--- src/common/usb_ep_irq_regs.svh ---
// Register offsets, field positions and reset values of the endpoint interrupt mask block
`ifndef USB_EP_IRQ_REGS_SVH
`define USB_EP_IRQ_REGS_SVH
// ==========================================
// Register offsets (byte addresses)
`define EPI_IN_MASK_OFS 8'h00
`define EPI_OUT_MASK_OFS 8'h04
`define EPI_SUMMARY_OFS 8'h08
`define EPI_ALL_MASK_OFS 8'h0c
`define EPI_EV_STATUS_OFS 8'h10
`define EPI_EV_MASK_OFS 8'h14
// ==========================================
// Common IN mask fields
`define EPI_IN_BNA_BIT 9
`define EPI_IN_UNDERRUN_BIT 8
`define EPI_IN_NAK_EFF_BIT 6
`define EPI_IN_TKN_MISMATCH_BIT 5
`define EPI_IN_TKN_EMPTY_BIT 4
`define EPI_IN_TIMEOUT_BIT 3
`define EPI_EP_DISABLED_BIT 1
`define EPI_XFER_DONE_BIT 0
`define EPI_IN_WR_BITS 10'h37b
// ==========================================
// Common OUT mask fields
`define EPI_OUT_BNA_BIT 9
`define EPI_OUT_PKT_ERR_BIT 8
`define EPI_OUT_B2B_SETUP_BIT 6
`define EPI_OUT_TKN_DIS_BIT 4
`define EPI_OUT_SETUP_DONE_BIT 3
`define EPI_OUT_WR_BITS 10'h35b
// ==========================================
// Summary layout and reset values
`define EPI_OUT_SUM_LSB 16
`define EPI_IN_SUM_LSB 0
`define EPI_MASK_RESET 10'h000
`define EPI_ALL_MASK_RESET 8'h00
`define EPI_EV_RESET 2'h0
`endif

--- src/common/usb_ep_irq_pkg.sv ---
// Types shared by the endpoint interrupt mask block
`default_nettype none
package usb_ep_irq_pkg;
   // ==========================================
   // Register port request
   typedef struct packed {
      logic [7:0] addr;
      logic [31:0] wdata;
      logic wr;
      logic rd;
   } bus_req_type;
   // ==========================================
   // Raw per-endpoint status of one direction
   typedef struct packed {
      logic [7:0][9:0] status;
      logic [7:0] kind;
   } ep_side_type;
endpackage
`default_nettype wire

--- src/rtl/usb_ep_irq_mask.sv ---
// Endpoint interrupt masking and aggregation for a full-speed USB device
`timescale 1ns/1ps
`default_nettype none
`include "usb_ep_irq_regs.svh"

// Summary of operation
// RULE1: Each IN endpoint status event is gated by its common IN mask bit.
// RULE2: Common IN mask resets to zero, all IN events masked.
// RULE3: IN mask bits 9,8,6,5,4,3,1,0 writable; others reserved, read zero.
// RULE4: IN timeout mask bit 3 applies only to non-isochronous endpoints.
// RULE5: OUT mask bits 9,8,6,4,3,1,0 writable; one means unmasked.
// RULE6: SETUP done mask applies only to control endpoints.
// RULE7: Common OUT mask resets to zero, all OUT events masked.
// RULE8: One summary bit per endpoint, eight IN and eight OUT.
// RULE9: OUT summary at bits 23:16, IN at 7:0, read-only.
// RULE10: Bidirectional endpoint uses its IN and OUT summary bits together.
// RULE11: Summary bits follow endpoint status, including software clears.
// RULE12: All-endpoints mask mirrors summary layout, resets to zero.
// RULE13: All-endpoints masking never stops the summary bit being set.
// RULE14: Endpoint request high while any summary bit and its mask bit set.
module usb_ep_irq_mask (
   // Clock and reset
   input wire logic SYS_CLK,
   input wire logic RESET,
   // Register port
   input wire usb_ep_irq_pkg::bus_req_type BUS,
   output logic [31:0] RDATA,
   // Per-endpoint status from the core, kind is isochronous flag
   input wire usb_ep_irq_pkg::ep_side_type IN_EPS,
   // Per-endpoint status from the core, kind is control flag
   input wire usb_ep_irq_pkg::ep_side_type OUT_EPS,
   // Requests to the global interrupt logic
   output logic EP_IRQ,
   output logic IRQ
);

   // ==========================================
   // Storage
   logic [9:0] in_mask;
   logic [9:0] out_mask;
   logic [7:0] in_all_mask;
   logic [7:0] out_all_mask;
   logic [7:0] in_sum;
   logic [7:0] out_sum;
   logic [7:0] last_in_sum;
   logic [7:0] last_out_sum;
   logic [1:0] ev_status;
   logic [1:0] ev_mask;
   logic [7:0] next_in_sum;
   logic [7:0] next_out_sum;
   logic [1:0] next_ev_status;
   logic [1:0] ev_set;
   logic [1:0] ev_clr;
   logic [31:0] next_rdata;
   logic wr_in_mask;
   logic wr_out_mask;
   logic wr_all_mask;
   logic wr_ev_status;
   logic wr_ev_mask;

   assign wr_in_mask = BUS.wr && BUS.addr == `EPI_IN_MASK_OFS;
   assign wr_out_mask = BUS.wr && BUS.addr == `EPI_OUT_MASK_OFS;
   assign wr_all_mask = BUS.wr && BUS.addr == `EPI_ALL_MASK_OFS;
   assign wr_ev_status = BUS.wr && BUS.addr == `EPI_EV_STATUS_OFS;
   assign wr_ev_mask = BUS.wr && BUS.addr == `EPI_EV_MASK_OFS;

   // ==========================================
   // Common masks, reserved bits never stored
   always_ff @(posedge SYS_CLK) begin
      if (RESET) begin
         in_mask <= `EPI_MASK_RESET; // RULE2
      end else if (wr_in_mask) begin
         in_mask <= BUS.wdata[9:0] & `EPI_IN_WR_BITS; // RULE3
      end
   end

   always_ff @(posedge SYS_CLK) begin
      if (RESET) begin
         out_mask <= `EPI_MASK_RESET; // RULE7
      end else if (wr_out_mask) begin
         out_mask <= BUS.wdata[9:0] & `EPI_OUT_WR_BITS; // RULE5
      end
   end

   // ==========================================
   // All-endpoints mask
   always_ff @(posedge SYS_CLK) begin
      if (RESET) begin
         in_all_mask <= `EPI_ALL_MASK_RESET; // RULE12
         out_all_mask <= `EPI_ALL_MASK_RESET; // RULE12
      end else if (wr_all_mask) begin
         in_all_mask <= BUS.wdata[7:0]; // RULE12
         out_all_mask <= BUS.wdata[23:16]; // RULE12
      end
   end

   // ==========================================
   // Per-endpoint gating into summary bits
   genvar ep;
   generate
      for (ep = 0; ep < 8; ep = ep + 1) begin : gen_ep
         logic [9:0] in_gate;
         logic [9:0] out_gate;
         always_comb begin
            in_gate = in_mask; // RULE1
            // Isochronous endpoints never raise timeouts
            if (IN_EPS.kind[ep]) begin
               in_gate[`EPI_IN_TIMEOUT_BIT] = 1'b0; // RULE4
            end
            out_gate = out_mask;
            // SETUP done only counts on control endpoints
            if (!OUT_EPS.kind[ep]) begin
               out_gate[`EPI_OUT_SETUP_DONE_BIT] = 1'b0; // RULE6
            end
         end
         assign next_in_sum[ep] = |(IN_EPS.status[ep] & in_gate); // RULE1
         assign next_out_sum[ep] = |(OUT_EPS.status[ep] & out_gate); // RULE5
      end
   endgenerate

   // Summary tracks status both ways, no stickiness here
   always_ff @(posedge SYS_CLK) begin
      if (RESET) begin
         in_sum <= 8'h00;
         out_sum <= 8'h00;
      end else begin
         in_sum <= next_in_sum; // RULE8 RULE10 RULE11
         out_sum <= next_out_sum; // RULE8 RULE10 RULE11
      end
   end

   // ==========================================
   // Endpoint request, summary kept regardless of mask
   // Registered so a mask write never glitches the request
   always_ff @(posedge SYS_CLK) begin
      if (RESET) begin
         EP_IRQ <= 1'b0;
      end else begin
         EP_IRQ <= |({out_sum & out_all_mask, in_sum & in_all_mask}); // RULE13 RULE14
      end
   end

   // ==========================================
   // Sticky events: any summary bit rising per direction
   always_ff @(posedge SYS_CLK) begin
      if (RESET) begin
         last_in_sum <= 8'h00;
         last_out_sum <= 8'h00;
      end else begin
         last_in_sum <= in_sum;
         last_out_sum <= out_sum;
      end
   end

   assign ev_set = {|(out_sum & ~last_out_sum), |(in_sum & ~last_in_sum)};
   assign ev_clr = wr_ev_status ? BUS.wdata[1:0] : 2'h0;
   // Set beats clear so a same-cycle event is kept
   assign next_ev_status = (ev_status & ~ev_clr) | ev_set;

   always_ff @(posedge SYS_CLK) begin
      if (RESET) begin
         ev_status <= `EPI_EV_RESET;
      end else begin
         ev_status <= next_ev_status;
      end
   end

   always_ff @(posedge SYS_CLK) begin
      if (RESET) begin
         ev_mask <= `EPI_EV_RESET;
      end else if (wr_ev_mask) begin
         ev_mask <= BUS.wdata[1:0];
      end
   end

   // A new event mask reaches the request one cycle after the write
   always_ff @(posedge SYS_CLK) begin
      if (RESET) begin
         IRQ <= 1'b0;
      end else begin
         IRQ <= |(next_ev_status & ev_mask);
      end
   end

   // ==========================================
   // Read path, one cycle latency, unmapped reads zero
   always_comb begin
      next_rdata = 32'h0000_0000;
      case (BUS.addr)
         `EPI_IN_MASK_OFS: begin
            next_rdata[9:0] = in_mask;
         end
         `EPI_OUT_MASK_OFS: begin
            next_rdata[9:0] = out_mask;
         end
         `EPI_SUMMARY_OFS: begin
            next_rdata[`EPI_OUT_SUM_LSB +: 8] = out_sum; // RULE9
            next_rdata[`EPI_IN_SUM_LSB +: 8] = in_sum; // RULE9
         end
         `EPI_ALL_MASK_OFS: begin
            next_rdata[23:16] = out_all_mask;
            next_rdata[7:0] = in_all_mask;
         end
         `EPI_EV_STATUS_OFS: begin
            next_rdata[1:0] = ev_status;
         end
         `EPI_EV_MASK_OFS: begin
            next_rdata[1:0] = ev_mask;
         end
         default: begin
            next_rdata = 32'h0000_0000;
         end
      endcase
   end

   // Data only in the cycle after the strobe
   always_ff @(posedge SYS_CLK) begin
      if (RESET) begin
         RDATA <= 32'h0000_0000;
      end else if (BUS.rd) begin
         RDATA <= next_rdata;
      end else begin
         RDATA <= 32'h0000_0000;
      end
   end
endmodule
`default_nettype wire

--- config.mk ---
export PLATFORM = sky130hd
export DESIGN_NAME = usb_ep_irq_mask
export DESIGN_NICKNAME = d
export VERILOG_FILES = /design/src/common/usb_ep_irq_pkg.sv /design/src/rtl/usb_ep_irq_mask.sv
export VERILOG_INCLUDE_DIRS = /design/src /design/src/common
export SDC_FILE = /design/constraint.sdc
export NUM_CORES = 1
export LEC_CHECK = 0
export ABC_AREA = 1
export BUFFER_PORTS_ARGS = -buffer_cell sky130_fd_sc_hd__buf_2
export CAP_MARGIN = 25
export CORE_MARGIN = 2
export CORE_UTILIZATION = 44
export DETAILED_ROUTE_END_ITERATION = 12
export GPL_TIMING_DRIVEN = 0
export MAX_ROUTING_LAYER = met4
export PLACE_DENSITY = 0.81
export SLEW_MARGIN = 20
export SYNTH_ARGS = -nofsm -noshare
export SYNTH_HDL_FRONTEND = slang
export SYNTH_SLANG_ARGS = --single-unit
--- constraint.sdc ---
create_clock -name SYS_CLK -period 1.2 [get_ports SYS_CLK]
set_input_delay 0.12 -clock SYS_CLK [delete_from_list [all_inputs] [get_ports SYS_CLK]]
set_output_delay 0.12 -clock SYS_CLK [all_outputs]
set_load 0.02 [all_outputs]
Word level (Yosys, flattened, before mapping)

Index checks and enable logic that the tools add are counted.

Flip-flop bits (word level): 101
Input port bits: 220
Output and inout bits: 34
Logic and storage cells: 94

Equality and inequality tests: 5
Mux-type cells: 21
Bitwise gates (word level): 27
Reductions and logical operators: 27

Operators with widths:

| cell                                          | count |
|---|---|
| AND 10 bit                                    | 16 |
| OR reduction 10 bit                           | 16 |
| AND 8 bit                                     | 4 |
| case mux 6 bit (4 select lines)               | 1 |
| == test 8 x 4 -> 1 bit, second input constant | 2 |
| == test 8 x 5 -> 1 bit, second input constant | 2 |
| 2-to-1 mux 1 bit                              | 16 |
| inverter 8 bit                                | 2 |
| case mux 8 bit (2 select lines)               | 1 |
| OR reduction 16 bit                           | 1 |
| OR reduction 8 bit                            | 2 |
| case mux 2 bit (6 select lines)               | 1 |
| == test 8 x 3 -> 1 bit, second input constant | 1 |
| zero test 8 bit                               | 1 |
| logical AND 1 bit                             | 5 |
| AND 2 bit                                     | 2 |
| case mux 2 bit (2 select lines)               | 1 |
| OR reduction 2 bit                            | 2 |
| 2-to-1 mux 2 bit                              | 1 |
| inverter 2 bit                                | 1 |
| OR 2 bit                                      | 1 |
| inverter 1 bit                                | 1 |

Longest topological paths before layout

Word-level depth: 8
Gate-level depth with buffers: 9
Gate-level depth less buffers: 9

Worst setup path after synthesis

No wires, ideal clock.

Path kind: input to register
From: input BUS[41] in the netlist's numbering
To: register out_mask[3]
Library setup time: 0.070 ns
Arrival: 0.968 ns
Setup slack: 0.162 ns
Stages on the path: 8
Path through: nor2_2 -> and2_4 -> buf_6 -> nand2_4 -> nor2_4 -> buf_6 -> o21ai_1 -> a21oi_1

Word-level cells in the longest chain between the ends: 2

RTL lines:

| what                        | RTL line              | RTL |
|---|---|---|
| start, declared             | usb_ep_irq_mask.sv:26 | `input wire usb_ep_irq_pkg::bus_req_type BUS,` |
| == test 8 x 3 -> 1 bit      | -                     |  |
| logical AND 1 bit (no line) | -                     |  |
| end signal, assigned        | usb_ep_irq_mask.sv:79 | `` out_mask <= `EPI_MASK_RESET; `` |
| end signal, assigned        | usb_ep_irq_mask.sv:81 | `` out_mask <= BUS.wdata[9:0] & `EPI_OUT_WR_BITS; `` |
| end, declared               | usb_ep_irq_mask.sv:40 | `logic [9:0] out_mask;` |

No other way between the ends.
A chain may end at the register's enable or synchronous reset.

Worst setup path in the final report

From: register in_mask[0]
To: register in_sum[5]

Word-level cells in the longest chain between the ends: 2

RTL lines:

| what                   | RTL line               | RTL |
|---|---|---|
| start, declared        | usb_ep_irq_mask.sv:39  | `logic [9:0] in_mask;` |
| start signal, assigned | usb_ep_irq_mask.sv:71  | `` in_mask <= `EPI_MASK_RESET; `` |
| start signal, assigned | usb_ep_irq_mask.sv:73  | `` in_mask <= BUS.wdata[9:0] & `EPI_IN_WR_BITS; `` |
| AND 10 bit             | usb_ep_irq_mask.sv:116 | `assign next_in_sum[ep] = \|(IN_EPS.status[ep] & in_gate);` |
| OR reduction 10 bit    | usb_ep_irq_mask.sv:116 |  |
| end signal, assigned   | usb_ep_irq_mask.sv:127 | `in_sum <= next_in_sum;` |
| end, declared          | usb_ep_irq_mask.sv:43  | `logic [7:0] in_sum;` |

No other way between the ends.

==> qor.txt <==
Status - finished, final reports clean
Top-Level Pins - 254
Final hold vios - 0
Seq/Total Area, Yosys - 41.3%
CORE AREA - 0.00928 mm²
Die area - 0.0104 mm²
DR vias/cell - 4.99
Worst vdd ir - 0.577 mV
Critical path's top delay family - flip-flops
Share of layout cells above drive strength 1 - 33.8%
Pin slew with the least headroom to its limit - 0.568 ns
Unique masters post-synth - 33
Unrepaired setup endpoints after global routing - no
Max Root-Sink Buffers - 2
Largest net degree at the start of global routing - 16
Yosys warns - 0
Reg clk slew, reported paths - 0.09 ns
WP data required - 1.49 ns
CP arrival - 1.42 ns
Fin crit share - 93.6%
Min cycle time layout - 1.12 ns
Post-synth EDFFs - 0
Initial DRC count - 313
Clk root buf - clkbuf_8
Placement Setup Slack - -0.300 ns
Achievable Freq - 890 MHz
Ys async rst share - 0%
Final HPWL from detailed placement - 10.2 mm
CP bufs+invs - 0
Crit Path Category - reg -> reg
Largest stage delay on the critical path - 0.58 ns
Die H - 102 µm
PnR worst setup slack - 0.0763 ns
Num rows - 35
Initial Util - 45.5%
Routed WL - 13.2 mm
Cells after synthesis - 595
P_leak - 2.56 nW
Routed len/inst - 14.2 µm
Clk_lat worst skew - 0.37 ns
Most used DFF post-synth - dfxtp_1
Post-Layout Cell Count - 929
Aggregate global-route resource usage - 25.8%
Pwr dens - 956 mW/mm²
Slowest cell on crit path - dfxtp_1
Nets - 1015
Maximum fanout along the worst path - 10
Max-cap violations - 0
Die width - 102 µm
Startpoint Class - flip-flop
1st-pass router iterations - 6
Vias after detailed routing - 4635
RePlAce Congestion - 0.889
Ant. Diodes - 0
Final Setup Violations - 0
CP endpoint kind - flip-flop
Slew Viols, Final - 0
Post CTS Setup Buffer Count - 0
CTS buffer count - 9
Vias in the first global route - 4203
H-Tree Depth - 3
Relative slew slack - 62.2%
Antenna violations before repair - 0
Post-Syn Area - 0.00422 mm²
First-pass GRT wire length - 20.1 mm
Quantity of I/O buffers inserted on ports - 184
Residual DRC - 0
Final setup TNS - 0 ns
HP Class - in -> reg
Area growth from synthesis to layout - 32.0%
Post-Place Cells - 921
CTS tree - yes
Total gr overflow - 0
Clk_skew - 0.00631 ns
Mean Syn Cell Area - 7.10 µm²
Seq cells post-synth - 87
Crit-path cells - nand2_1 > and3_1 > a31oi_1
Clock Sinks - 87
DRT antenna net count - 0
final cells by class:
type	count	area, µm²
plain buffers	31	224
clock buffers	10	138
clock inverters	6	42.5
fillers	929	3710
inverters	71	267
multi-input cells	405	2010
flip-flops and latches	87	1750
well taps	129	161
repair buffers	190	981
synthesized netlist by cell type (4+ instances only):
| library cell | count | area [µm²] |
|---|---|---|
| a31oi_1 | 12 | 75.1 |
| nor2_4 | 4 | 45.0 |
| dfxtp_1 | 87 | 1740 |
| o22ai_1 | 9 | 56.3 |
| buf_1 | 4 | 15.0 |
| nand2_1 | 121 | 454 |
| nand4_1 | 5 | 31.3 |
| nand3_1 | 18 | 90.1 |
| buf_4 | 14 | 105 |
| a221oi_1 | 8 | 70.1 |
| o22ai_2 | 6 | 75.1 |
| a22o_1 | 11 | 96.3 |
| clkbuf_1 | 18 | 67.6 |
| nor2_1 | 74 | 278 |
| inv_1 | 62 | 233 |
| inv_2 | 8 | 30.0 |
| a21oi_1 | 48 | 240 |
| o21ai_1 | 25 | 125 |
| buf_6 | 7 | 78.8 |
| nor3_1 | 11 | 55.1 |
| o21ai_0 | 18 | 90.1 |
where the power goes:
part	internal, W	switching [W]
clock network	0.000815	0.00108
logic	0.000267	0.000265
registers	0.00289	0.00000778
total	0.00397	0.00136
tightest hold or removal path: cells and delay by family:
kind,cells,cell delay [ns]
buffers and inverters,1,0.09
and+or+nand+nor,2,0.13
flip-flops by register name, indices dropped and copies added, names as in the netlist, 2 cells and up:
signal,count
last_out_sum,8
last_in_sum,8
in_sum,8
out_mask,7
RDATA,18
out_sum,8
in_all_mask,8
out_all_mask,8
ev_status,2
in_mask,8
ev_mask,2
layer usage:
| metal | share of wire, % | GRT usage, % | up-vias | routed length (µm) |
|---|---|---|---|---|
| li1 | - | - | 2312 | - |
| met1 | 43 | 33.3 | 2109 | 5700 |
| met2 | 48 | 41.9 | 192 | 6300 |
| met3 | 7.4 | 3.49 | 22 | 975 |
| met4 | 1.9 | 8.31 | 0 | 249 |
| met5 | 0 | - | - | 0 |
kinds of logic (layout without fill, tap and decap cells):
group / count (synthesis) / in the layout / synth area share [%]
DFF: 87 / 87 / 41.3
AOI/OAI and AO/OA: 144 / 144 / 21.0
buffers and inverters: 116 / 308 / 12.9
and+or+nand+nor: 247 / 247 / 24.8
other: 1 / 14 / 0.0888
worst paths after layout:
path	start	end	slack, ns	depth (start not counted)
max	in_mask[0]	in_sum[5]	0.08	3
min	BUS[23]	out_all_mask[5]	0.001	3
max reg2reg	in_mask[0]	in_sum[5]	0.08	3
min reg2reg	ev_mask[1]	ev_mask[1]	0.47	2
timing repair:
| action | CTS | global route |
|---|---|---|
| setup endpoints to repair | 19 | 26 |
| pin swaps | 0 | 0 |
| endpoints found under the hold margin | 6 | 0 |
| resized for setup | 1 | 15 |
| hold buffers | 6 | 0 |
through the flow:
stage	util, %	power [W]	hold slack, ns	instance area, µm²
after floorplan	-	0.00315	0.249	4270
after global placement	57.7	0.00347	0.362	5350
after detailed placement	57.7	0.00347	0.369	5350
after CTS	59.9	0.00531	0.00592	5560
after global routing	60.0	0.00549	0.0187	5570
final	60.0	0.00533	0.00121	5570
cells in the final DEF (no fill, tap or decap), types with 14 or more instances in the layout:
| cell | synthesis | layout |
|---|---|---|
| inv_1 | 62 | 59 |
| nor2_1 | 74 | 73 |
| o21ai_0 | 18 | 18 |
| dfxtp_1 | 87 | 80 |
| nand2_1 | 121 | 120 |
| buf_4 | 14 | 14 |
| buf_2 | 2 | 186 |
| nand3_1 | 18 | 17 |
| conb_1 | 1 | 14 |
| o21ai_1 | 25 | 25 |
| a21oi_1 | 48 | 47 |
Power figures use the tool's default switching activity.
